===== config.mk =====
export PLATFORM = sky130hd
export DESIGN_NAME = comp_b_ctrl
export DESIGN_NICKNAME = d
export VERILOG_FILES = /design/src/rtl/pin_sync3.v /design/src/rtl/comp_event_detect.v /design/src/rtl/comp_b_ctrl.v
export VERILOG_INCLUDE_DIRS = /design/src /design/src/rtl
export SDC_FILE = /design/constraint.sdc
export NUM_CORES = 1
export LEC_CHECK = 0
export BUFFER_PORTS_ARGS = -buffer_cell sky130_fd_sc_hd__buf_2
export CAP_MARGIN = 5
export CORE_MARGIN = 2
export CORE_UTILIZATION = 54
export CTS_BUF_LIST = sky130_fd_sc_hd__clkbuf_16
export CTS_CLUSTER_DIAMETER = 40
export DETAILED_ROUTE_END_ITERATION = 8
export GPL_ROUTABILITY_DRIVEN = 0
export PLACE_DENSITY = 0.94
export SLEW_MARGIN = 10
export SYNTH_ARGS = -nofsm -noshare
export SYNTH_HDL_FRONTEND = slang
export SYNTH_SLANG_ARGS = --single-unit

===== constraint.sdc =====
create_clock -name clk -period 2.9 [get_ports clk]
set_input_delay 0 -clock clk [delete_from_list [all_inputs] [get_ports clk]]
set_output_delay 0 -clock clk [all_outputs]
set_load 0.1 [all_outputs]

===== src/rtl/comp_b_regs.vh =====
// Register map, field positions, reset values and mode codes of comparator B.
`ifndef COMP_B_REGS_VH
`define COMP_B_REGS_VH
// ==========================================================================
// Register indices and byte addresses
`define CTRL_B_INDEX 12'h0AB
`define CTRL_B_ADDR 12'h2AC
`define REF_CTRL_INDEX 12'h0BD
`define REF_CTRL_ADDR 12'h2F4
`define IRQ_MASK_ADDR 12'h300
`define IRQ_STATUS_ADDR 12'h304
// ==========================================================================
// Reset values
`define CTRL_B_RESET 8'hC0
`define REF_CTRL_RESET 8'h00
`define IRQ_MASK_RESET 8'h00
// ==========================================================================
// Control register B fields
`define CB_CHAN_HI 7
`define CB_CHAN_LO 6
`define CB_CONNECT 5
`define CB_FLAG 4
`define CB_ENABLE 3
`define CB_MODE_HI 2
`define CB_MODE_LO 0
// ==========================================================================
// Reference control register fields
`define RC_OUT_B 7
`define RC_OUT_A 6
`define RC_REFB_HI 5
`define RC_REFB_LO 4
`define RC_SAMPLE_HI 3
`define RC_SAMPLE_LO 2
`define RC_REFA_HI 1
`define RC_REFA_LO 0
`define RC_WRITE_MASK 8'h3F
// ==========================================================================
// Interrupt mask bit and status bit
`define MASK_COMP_B 6
`define ST_FLAG_B 0
// ==========================================================================
// Event modes
`define MODE_LOW 3'h0
`define MODE_RISE 3'h1
`define MODE_DB_TOGGLE 3'h2
`define MODE_DB_RISE 3'h3
`define MODE_FALL 3'h4
`define MODE_TOGGLE 3'h5
`define MODE_DB_FALL 3'h6
`define MODE_HIGH 3'h7
// ==========================================================================
// Sample strobe selects
`define SAMPLE_SYSCLK 2'h0
`define SAMPLE_T0 2'h1
`define SAMPLE_T1 2'h2
`define SAMPLE_T2 2'h3
// ==========================================================================
// Bus responses
`define RESP_OKAY 2'h0
`define RESP_SLVERR 2'h2
`endif


===== src/rtl/pin_sync3.v =====
// Three-stage synchroniser that accepts a change once stages two and three agree.
`timescale 1ns/1ns
`default_nettype none
module pin_sync3 (
  // Clock and reset
  input wire clk,
  input wire rst_n,
  // Asynchronous level in, settled level out
  input wire async_in,
  output reg sync_out
);
  reg s1_reg;
  reg s2_reg;
  reg s3_reg;
  // ==========================================================================
  // Stage one feeds stage two only; the agreement check filters a late settle.
  always @(posedge clk or negedge rst_n) begin
    if (!rst_n) begin
      s1_reg <= 1'b0;
      s2_reg <= 1'b0;
      s3_reg <= 1'b0;
      sync_out <= 1'b0;
    end else begin
      s1_reg <= async_in;
      s2_reg <= s1_reg;
      s3_reg <= s2_reg;
      if (s2_reg == s3_reg) begin
        sync_out <= s3_reg;
      end
    end
  end
endmodule // pin_sync3
`default_nettype wire


===== src/rtl/comp_event_detect.v =====
// Level, edge, toggle and debounced event detection for one comparator.
`timescale 1ns/1ns
`default_nettype none
`include "comp_b_regs.vh"
module comp_event_detect (
  // Clock and reset
  input wire clk,
  input wire rst_n,
  // Configuration
  input wire enable,
  input wire [2:0] mode,
  // Strobes
  input wire sample_stb,
  input wire debounce_tick,
  // Comparator level, already synchronised
  input wire level_in,
  // One-cycle event pulse
  output reg event_pulse
);
  reg prev_reg;
  reg pending_reg;
  reg pend_val_reg;
  wire cur;
  wire rise;
  wire fall;
  wire db_mode;
  reg want;
  reg want_db;
  assign cur = level_in & enable;
  assign rise = cur & ~prev_reg;
  assign fall = ~cur & prev_reg;
  assign db_mode = (mode == `MODE_DB_TOGGLE) || (mode == `MODE_DB_RISE) ||
    (mode == `MODE_DB_FALL);
  // ==========================================================================
  // Mode decode
  always @* begin
    want = 1'b0;
    want_db = 1'b0;
    case (mode)
      `MODE_LOW: want = ~cur;
      `MODE_RISE: want = rise;
      `MODE_DB_TOGGLE: want_db = rise | fall;
      `MODE_DB_RISE: want_db = rise;
      `MODE_FALL: want = fall;
      `MODE_TOGGLE: want = rise | fall;
      `MODE_DB_FALL: want_db = fall;
      default: want = cur;
    endcase
  end
  // ==========================================================================
  // A debounced change is confirmed only if it still stands at the next
  // timer 1 overflow, so a glitch shorter than that delay is dropped.
  always @(posedge clk or negedge rst_n) begin
    if (!rst_n) begin
      prev_reg <= 1'b0;
      pending_reg <= 1'b0;
      pend_val_reg <= 1'b0;
      event_pulse <= 1'b0;
    end else begin
      event_pulse <= 1'b0;
      if (!enable || !db_mode) begin
        pending_reg <= 1'b0;
      end else if (pending_reg && debounce_tick) begin
        pending_reg <= 1'b0;
        event_pulse <= (cur == pend_val_reg);
      end else if (sample_stb && want_db) begin
        pending_reg <= 1'b1;
        pend_val_reg <= cur;
      end
      if (sample_stb) begin
        prev_reg <= cur;
        if (enable && want) begin
          event_pulse <= 1'b1;
        end
      end
    end
  end
endmodule // comp_event_detect
`default_nettype wire


===== src/rtl/comp_b_ctrl.v =====
// Comparator B control, event flag, reference control and AXI4-Lite slave.
//
// Behaviour
// - The event flag is set when the output meets the selected mode and the enable is set.
// - Hardware never clears the event flag; only software writes clear it.
// - The interrupt reaches the processor only while mask bit 6 is set.
// - With the enable clear the output is held low and no event sets the flag.
// - With the enable set the digital buffers of all four analog pins are off, whichever channel is selected.
// - Mode codes 0 to 7 select low, rise, debounced toggle, debounced rise, fall, toggle, debounced fall, high.
// - Debounced modes take their sampling delay from timer 1 overflow.
// - The reference control register is eight bits at index BD and resets to zero.
// - Its two top bits read the comparator outputs sampled by the clock; bit 7 (B) reads zero while the enable is clear.
// - The sample clock select picks system clock or timer 0, 1 or 2 overflow.
//
// The AXI4-Lite interface to the registers is this design's own decision.
`timescale 1ns/1ns
`default_nettype none
`include "comp_b_regs.vh"
module comp_b_ctrl (
  // Clock and reset
  input wire clk,
  input wire rst_n,
  // AXI4-Lite write address
  input wire [11:0] s_axi_awaddr,
  input wire s_axi_awvalid,
  output reg s_axi_awready,
  // AXI4-Lite write data
  input wire [31:0] s_axi_wdata,
  input wire [3:0] s_axi_wstrb,
  input wire s_axi_wvalid,
  output reg s_axi_wready,
  // AXI4-Lite write response
  output reg [1:0] s_axi_bresp,
  output reg s_axi_bvalid,
  input wire s_axi_bready,
  // AXI4-Lite read address
  input wire [11:0] s_axi_araddr,
  input wire s_axi_arvalid,
  output reg s_axi_arready,
  // AXI4-Lite read data
  output reg [31:0] s_axi_rdata,
  output reg [1:0] s_axi_rresp,
  output reg s_axi_rvalid,
  input wire s_axi_rready,
  // Analog comparator raw outputs, asynchronous
  input wire cmp_raw_a,
  input wire cmp_raw_b,
  // Timer overflow pulses on this clock
  input wire timer0_ovf,
  input wire timer1_ovf,
  input wire timer2_ovf,
  // Analog front-end controls
  output reg input_connect_b,
  output reg [1:0] positive_channel_select_b,
  output reg [1:0] negative_reference_select_b,
  output reg [1:0] negative_reference_select_a,
  output reg [3:0] digital_input_disable,
  output reg comparator_out_b,
  // Interrupt
  output reg irq
);
  reg [7:0] ctrl_b_reg;
  reg [7:0] ctrl_b_next;
  reg [5:0] ref_ctrl_reg;
  reg [7:0] irq_mask_reg;
  reg [11:0] aw_addr_reg;
  reg aw_full_reg;
  reg [7:0] w_data_reg;
  reg w_strb_reg;
  reg w_full_reg;
  reg [7:0] rd_val;
  reg rd_hit;
  reg wr_hit;
  wire sync_a;
  wire sync_b;
  wire event_b;
  wire do_write;
  wire [1:0] sample_sel;
  wire [7:0] ref_ctrl_view;
  reg sample_stb;
  assign do_write = aw_full_reg & w_full_reg & ~s_axi_bvalid;
  assign sample_sel = ref_ctrl_reg[`RC_SAMPLE_HI:`RC_SAMPLE_LO];
  assign ref_ctrl_view = {sync_b & ctrl_b_reg[`CB_ENABLE], sync_a,
    ref_ctrl_reg};
  // ==========================================================================
  // Comparator input capture and event detection
  pin_sync3 u_sync_a (
    .clk(clk),
    .rst_n(rst_n),
    .async_in(cmp_raw_a),
    .sync_out(sync_a)
  );
  pin_sync3 u_sync_b (
    .clk(clk),
    .rst_n(rst_n),
    .async_in(cmp_raw_b),
    .sync_out(sync_b)
  );
  always @* begin
    case (sample_sel)
      `SAMPLE_SYSCLK: sample_stb = 1'b1;
      `SAMPLE_T0: sample_stb = timer0_ovf;
      `SAMPLE_T1: sample_stb = timer1_ovf;
      default: sample_stb = timer2_ovf;
    endcase
  end
  comp_event_detect u_detect_b (
    .clk(clk),
    .rst_n(rst_n),
    .enable(ctrl_b_reg[`CB_ENABLE]),
    .mode(ctrl_b_reg[`CB_MODE_HI:`CB_MODE_LO]),
    .sample_stb(sample_stb),
    .debounce_tick(timer1_ovf),
    .level_in(sync_b),
    .event_pulse(event_b)
  );
  // ==========================================================================
  // Write decode; a flag set by an event wins over a clear in the same cycle.
  always @* begin
    ctrl_b_next = ctrl_b_reg;
    wr_hit = 1'b0;
    if (aw_addr_reg == `CTRL_B_ADDR) begin
      wr_hit = 1'b1;
      if (do_write && w_strb_reg) begin
        ctrl_b_next = w_data_reg;
      end
    end else if (aw_addr_reg == `REF_CTRL_ADDR) begin
      wr_hit = 1'b1;
    end else if (aw_addr_reg == `IRQ_MASK_ADDR) begin
      wr_hit = 1'b1;
    end else if (aw_addr_reg == `IRQ_STATUS_ADDR) begin
      wr_hit = 1'b1;
      if (do_write && w_strb_reg && w_data_reg[`ST_FLAG_B]) begin
        ctrl_b_next[`CB_FLAG] = 1'b0;
      end
    end
    if (event_b && ctrl_b_reg[`CB_ENABLE]) begin
      ctrl_b_next[`CB_FLAG] = 1'b1;
    end
  end
  // ==========================================================================
  // Registers and write channel
  always @(posedge clk or negedge rst_n) begin
    if (!rst_n) begin
      ctrl_b_reg <= `CTRL_B_RESET;
      ref_ctrl_reg <= 6'h00;
      irq_mask_reg <= `IRQ_MASK_RESET;
      aw_addr_reg <= 12'h000;
      aw_full_reg <= 1'b0;
      w_data_reg <= 8'h00;
      w_strb_reg <= 1'b0;
      w_full_reg <= 1'b0;
      s_axi_awready <= 1'b1;
      s_axi_wready <= 1'b1;
      s_axi_bvalid <= 1'b0;
      s_axi_bresp <= `RESP_OKAY;
    end else begin
      ctrl_b_reg <= ctrl_b_next;
      if (s_axi_awvalid && s_axi_awready) begin
        aw_addr_reg <= s_axi_awaddr;
        aw_full_reg <= 1'b1;
        s_axi_awready <= 1'b0;
      end
      if (s_axi_wvalid && s_axi_wready) begin
        w_data_reg <= s_axi_wdata[7:0];
        w_strb_reg <= s_axi_wstrb[0];
        w_full_reg <= 1'b1;
        s_axi_wready <= 1'b0;
      end
      if (do_write) begin
        aw_full_reg <= 1'b0;
        w_full_reg <= 1'b0;
        s_axi_awready <= 1'b1;
        s_axi_wready <= 1'b1;
        s_axi_bvalid <= 1'b1;
        s_axi_bresp <= wr_hit ? `RESP_OKAY : `RESP_SLVERR;
        if (w_strb_reg && aw_addr_reg == `REF_CTRL_ADDR) begin
          ref_ctrl_reg <= w_data_reg[5:0];
        end
        if (w_strb_reg && aw_addr_reg == `IRQ_MASK_ADDR) begin
          irq_mask_reg <= w_data_reg;
        end
      end else if (s_axi_bvalid && s_axi_bready) begin
        s_axi_bvalid <= 1'b0;
      end
    end
  end
  // ==========================================================================
  // Read decode
  always @* begin
    rd_val = 8'h00;
    rd_hit = 1'b1;
    if (s_axi_araddr == `CTRL_B_ADDR) begin
      rd_val = ctrl_b_reg;
    end else if (s_axi_araddr == `REF_CTRL_ADDR) begin
      rd_val = ref_ctrl_view;
    end else if (s_axi_araddr == `IRQ_MASK_ADDR) begin
      rd_val = irq_mask_reg;
    end else if (s_axi_araddr == `IRQ_STATUS_ADDR) begin
      rd_val = {7'h00, ctrl_b_reg[`CB_FLAG]};
    end else begin
      rd_hit = 1'b0;
    end
  end
  always @(posedge clk or negedge rst_n) begin
    if (!rst_n) begin
      s_axi_arready <= 1'b1;
      s_axi_rvalid <= 1'b0;
      s_axi_rdata <= 32'h00000000;
      s_axi_rresp <= `RESP_OKAY;
    end else if (s_axi_arvalid && s_axi_arready) begin
      s_axi_arready <= 1'b0;
      s_axi_rvalid <= 1'b1;
      s_axi_rdata <= {24'h000000, rd_val};
      s_axi_rresp <= rd_hit ? `RESP_OKAY : `RESP_SLVERR;
    end else if (s_axi_rvalid && s_axi_rready) begin
      s_axi_rvalid <= 1'b0;
      s_axi_arready <= 1'b1;
    end
  end
  // ==========================================================================
  // Outputs to the analog front end and the interrupt controller.
  // Selects pass straight through; the connect bit guarding them is
  // software's duty, so no interlock is built here.
  always @(posedge clk or negedge rst_n) begin
    if (!rst_n) begin
      input_connect_b <= 1'b0;
      positive_channel_select_b <= 2'h0;
      negative_reference_select_b <= 2'h0;
      negative_reference_select_a <= 2'h0;
      digital_input_disable <= 4'h0;
      comparator_out_b <= 1'b0;
      irq <= 1'b0;
    end else begin
      input_connect_b <= ctrl_b_reg[`CB_CONNECT];
      positive_channel_select_b <= ctrl_b_reg[`CB_CHAN_HI:`CB_CHAN_LO];
      negative_reference_select_b <= ref_ctrl_reg[`RC_REFB_HI:`RC_REFB_LO];
      negative_reference_select_a <= ref_ctrl_reg[`RC_REFA_HI:`RC_REFA_LO];
      digital_input_disable <= {4{ctrl_b_reg[`CB_ENABLE]}};
      comparator_out_b <= sync_b & ctrl_b_reg[`CB_ENABLE];
      irq <= ctrl_b_reg[`CB_FLAG] & irq_mask_reg[`MASK_COMP_B];
    end
  end
endmodule // comp_b_ctrl
`default_nettype wire


==> reports/qor.yml <==
ctsResizeCount: 0
run_status: "finished, final reports clean"
power_density_nw_per_um2: 782
grt-ovfl-total: 0
cts_tree: "done"
diodes: 0
largest_register_ffs: 12
synth_seq_cells: 82
synth_cells: 291
synthesis.area_um2: 3640
worstPathCellList: "nor4_1 -> nand2_1 -> nor4_4 -> mux2_2"
row_count: 29
power_mw: 3.54
cts.reportedPaths.clkPinSlew_ns: 0.06
clock_skew_ns: 0.00681
clock-sinks: 82
grt_pass1_wl_um: 12700
groute.usage.overall: 0.227
worstMarginPinSlew_ns: 1.00
hold_viol: 0
finalSetupViolations: 0
synthToLayoutAreaGrowth_pct: 24.3
dpl_cell_area_um2: 3940
drtAntennaViolNets: 0
yosysWarnings: 0
fin_nets: 465
vias_per_cell: 5.63
ir_drop_v: 0.000564
post_cts_buffers: 0
grt_pass1_vias: 2659
hold_buffers: 30
drive_above_1_share: 0.354
max_freq_ghz: 0.455
ioPinCount: 126
cp-start-kind: "register"
critPathTopFamily: "simple AND/OR/NAND/NOR gates"
cts_buffer_depth: 2
synth_edf_count: 0
rsz0062_at_grt: "false"
arrival_ns: 2.41
yosysMostFrequentCell: "dfrtp_1"
crit_buf_inv: 0
fin_cells: 473
syn_area_per_cell_um2: 12.5
clockRootBuffer: "clkbuf_16"
port_buffers: 72
hold_path_class: "in2reg"
crit_path_top_delay_cell: "nor4_4"
cpPeakStageDelay_ns: 0.59
p_leak_nw: 2.18
ys.flop_type: "dfrtp_1"
async_flop_share: 1.00
cts_made_buffers: 9
finalCritPeriodShare: 0.758
routed_wl_um: 7800
core-area_um2: 6420
first_iter_violations: 248
cts_max_level: 3
ys_top_cells_by_count: "77 x dfrtp_1, 43 x mux2_2, 30 x buf_4, 18 x nand3_1, 15 x nand2_1"
antenna_found_initial: 0
start_util: 0.567
grt_max_degree: 83
drc: 0
synth_area_leaders: "dfrtp_1 53%, mux2_2 13%, buf_4 6.2%"
synth_cell_type_count: 46
die_y_um: 86.1
fin_crit_ns: 2.20
relSlewSlack: 0.331
critical_path_class: "reg2reg"
slew_viol_final: 0
fillCellCount: 430
final.setup.tns_ns: 0
worst_setup_path_end_kind: "register"
drt_first_pass_iters: 4
synth_area_leader_cell: "dfrtp_1"
dp.cells: 427
path_max_fanout: 8
yosysSeqAreaShare: 0.565
synth_top_cell_area_share: 0.529
dp_hpwl_um: 5190
die_w_um: 86.1
dieArea_um2: 7410
final_area_um2: 4520
crit_required_ns: 3.11
drv_cap: 0
dr_total_vias: 2662
wl_per_cell_um: 16.5
clock_latency_ns: 0.34
tightest hold or removal path: stages:
cell     delay, ns
buf_2         0.10
nand4_1       0.07
o21ai_0       0.12
cell families (layout without fill, tap and decap cells):
logic type | count (synthesis) | after routing | synth area share
xor+xnor | 1 | 1 | 0.00241
buf+inv | 44 | 124 | 0.0763
flops | 82 | 82 | 0.565
fa+ha+maj | 4 | 4 | 0.0124
compound gates | 39 | 39 | 0.0736
simple gates | 74 | 74 | 0.128
mux | 46 | 46 | 0.141
other cells | 1 | 26 | 0.00103
stage by stage:
step / hold WS (ns) / setup slack [ns] / utilization
after floorplan: -0.296 / 0.785 / -
after global placement: 0.109 / 0.804 / 0.613
after detailed placement: 0.110 / 0.743 / 0.613
after CTS: 0.000590 / 0.725 / 0.704
after global routing: 0.0441 / 0.603 / 0.704
final: 0.0118 / 0.703 / 0.704
cells in the final DEF, fill, tap and decap left out, drive strengths merged, types with 4 or more instances in the layout:
| master | count |
|---|---|
| clkbuf | 9 |
| nor2 | 6 |
| nor4 | 4 |
| nand2 | 15 |
| a21oi | 13 |
| o21ai | 7 |
| dlygate4sd3 | 30 |
| inv | 6 |
| a221o | 7 |
| clkinv | 5 |
| buf | 72 |
| nor2b | 4 |
| conb | 26 |
| dfstp | 5 |
| dfrtp | 77 |
| nand4 | 5 |
| mux2 | 43 |
| nand3 | 18 |
path summary, 6_finish.rpt:
| path | startpoint | to | slack, ns | cells after the start |
|---|---|---|---|---|
| max | aw_addr_reg[1] | irq_mask_reg[3] | 0.70 | 4 |
| min | timer1_ovf | u_detect_b.event_pulse | 0.01 | 3 |
| max reg2reg | aw_addr_reg[1] | irq_mask_reg[3] | 0.70 | 4 |
| min reg2reg | u_sync_b.s1_reg | u_sync_b.s2_reg | 0.35 | 0 |
| max in group asynchronous | rst_n | u_sync_a.s1_reg | 1.88 | 2 |
| min in group asynchronous | rst_n | s_axi_rdata[1] | 0.36 | 2 |
per-layer routing:
metal  up-vias  GRT usage  part of all wire
met5         -          0                 0
met4         0     0.0967             0.028
met3        19     0.0577             0.057
met2       117      0.388              0.51
met1      1317      0.272              0.40
li1       1209          -                 -
final cells by class:
class | count | area, um^2 | share of cell area
sequential | 82 | 2060 | 0.455
multi-input combinational | 190 | 1400 | 0.309
timing repair buffer | 102 | 663 | 0.147
clock buffer | 9 | 225 | 0.0498
tap | 77 | 96.3 | 0.0213
clock inverter | 7 | 60.1 | 0.0133
inverter | 6 | 22.5 | 0.00498
report_power, final:
part	switching, mW	internal, mW
Combinational	0.625	0.270
Clock	0.437	0.655
Sequential	0.183	1.37
Total	1.25	2.29
No activity file was read; power rests on OpenSTA's default activity.
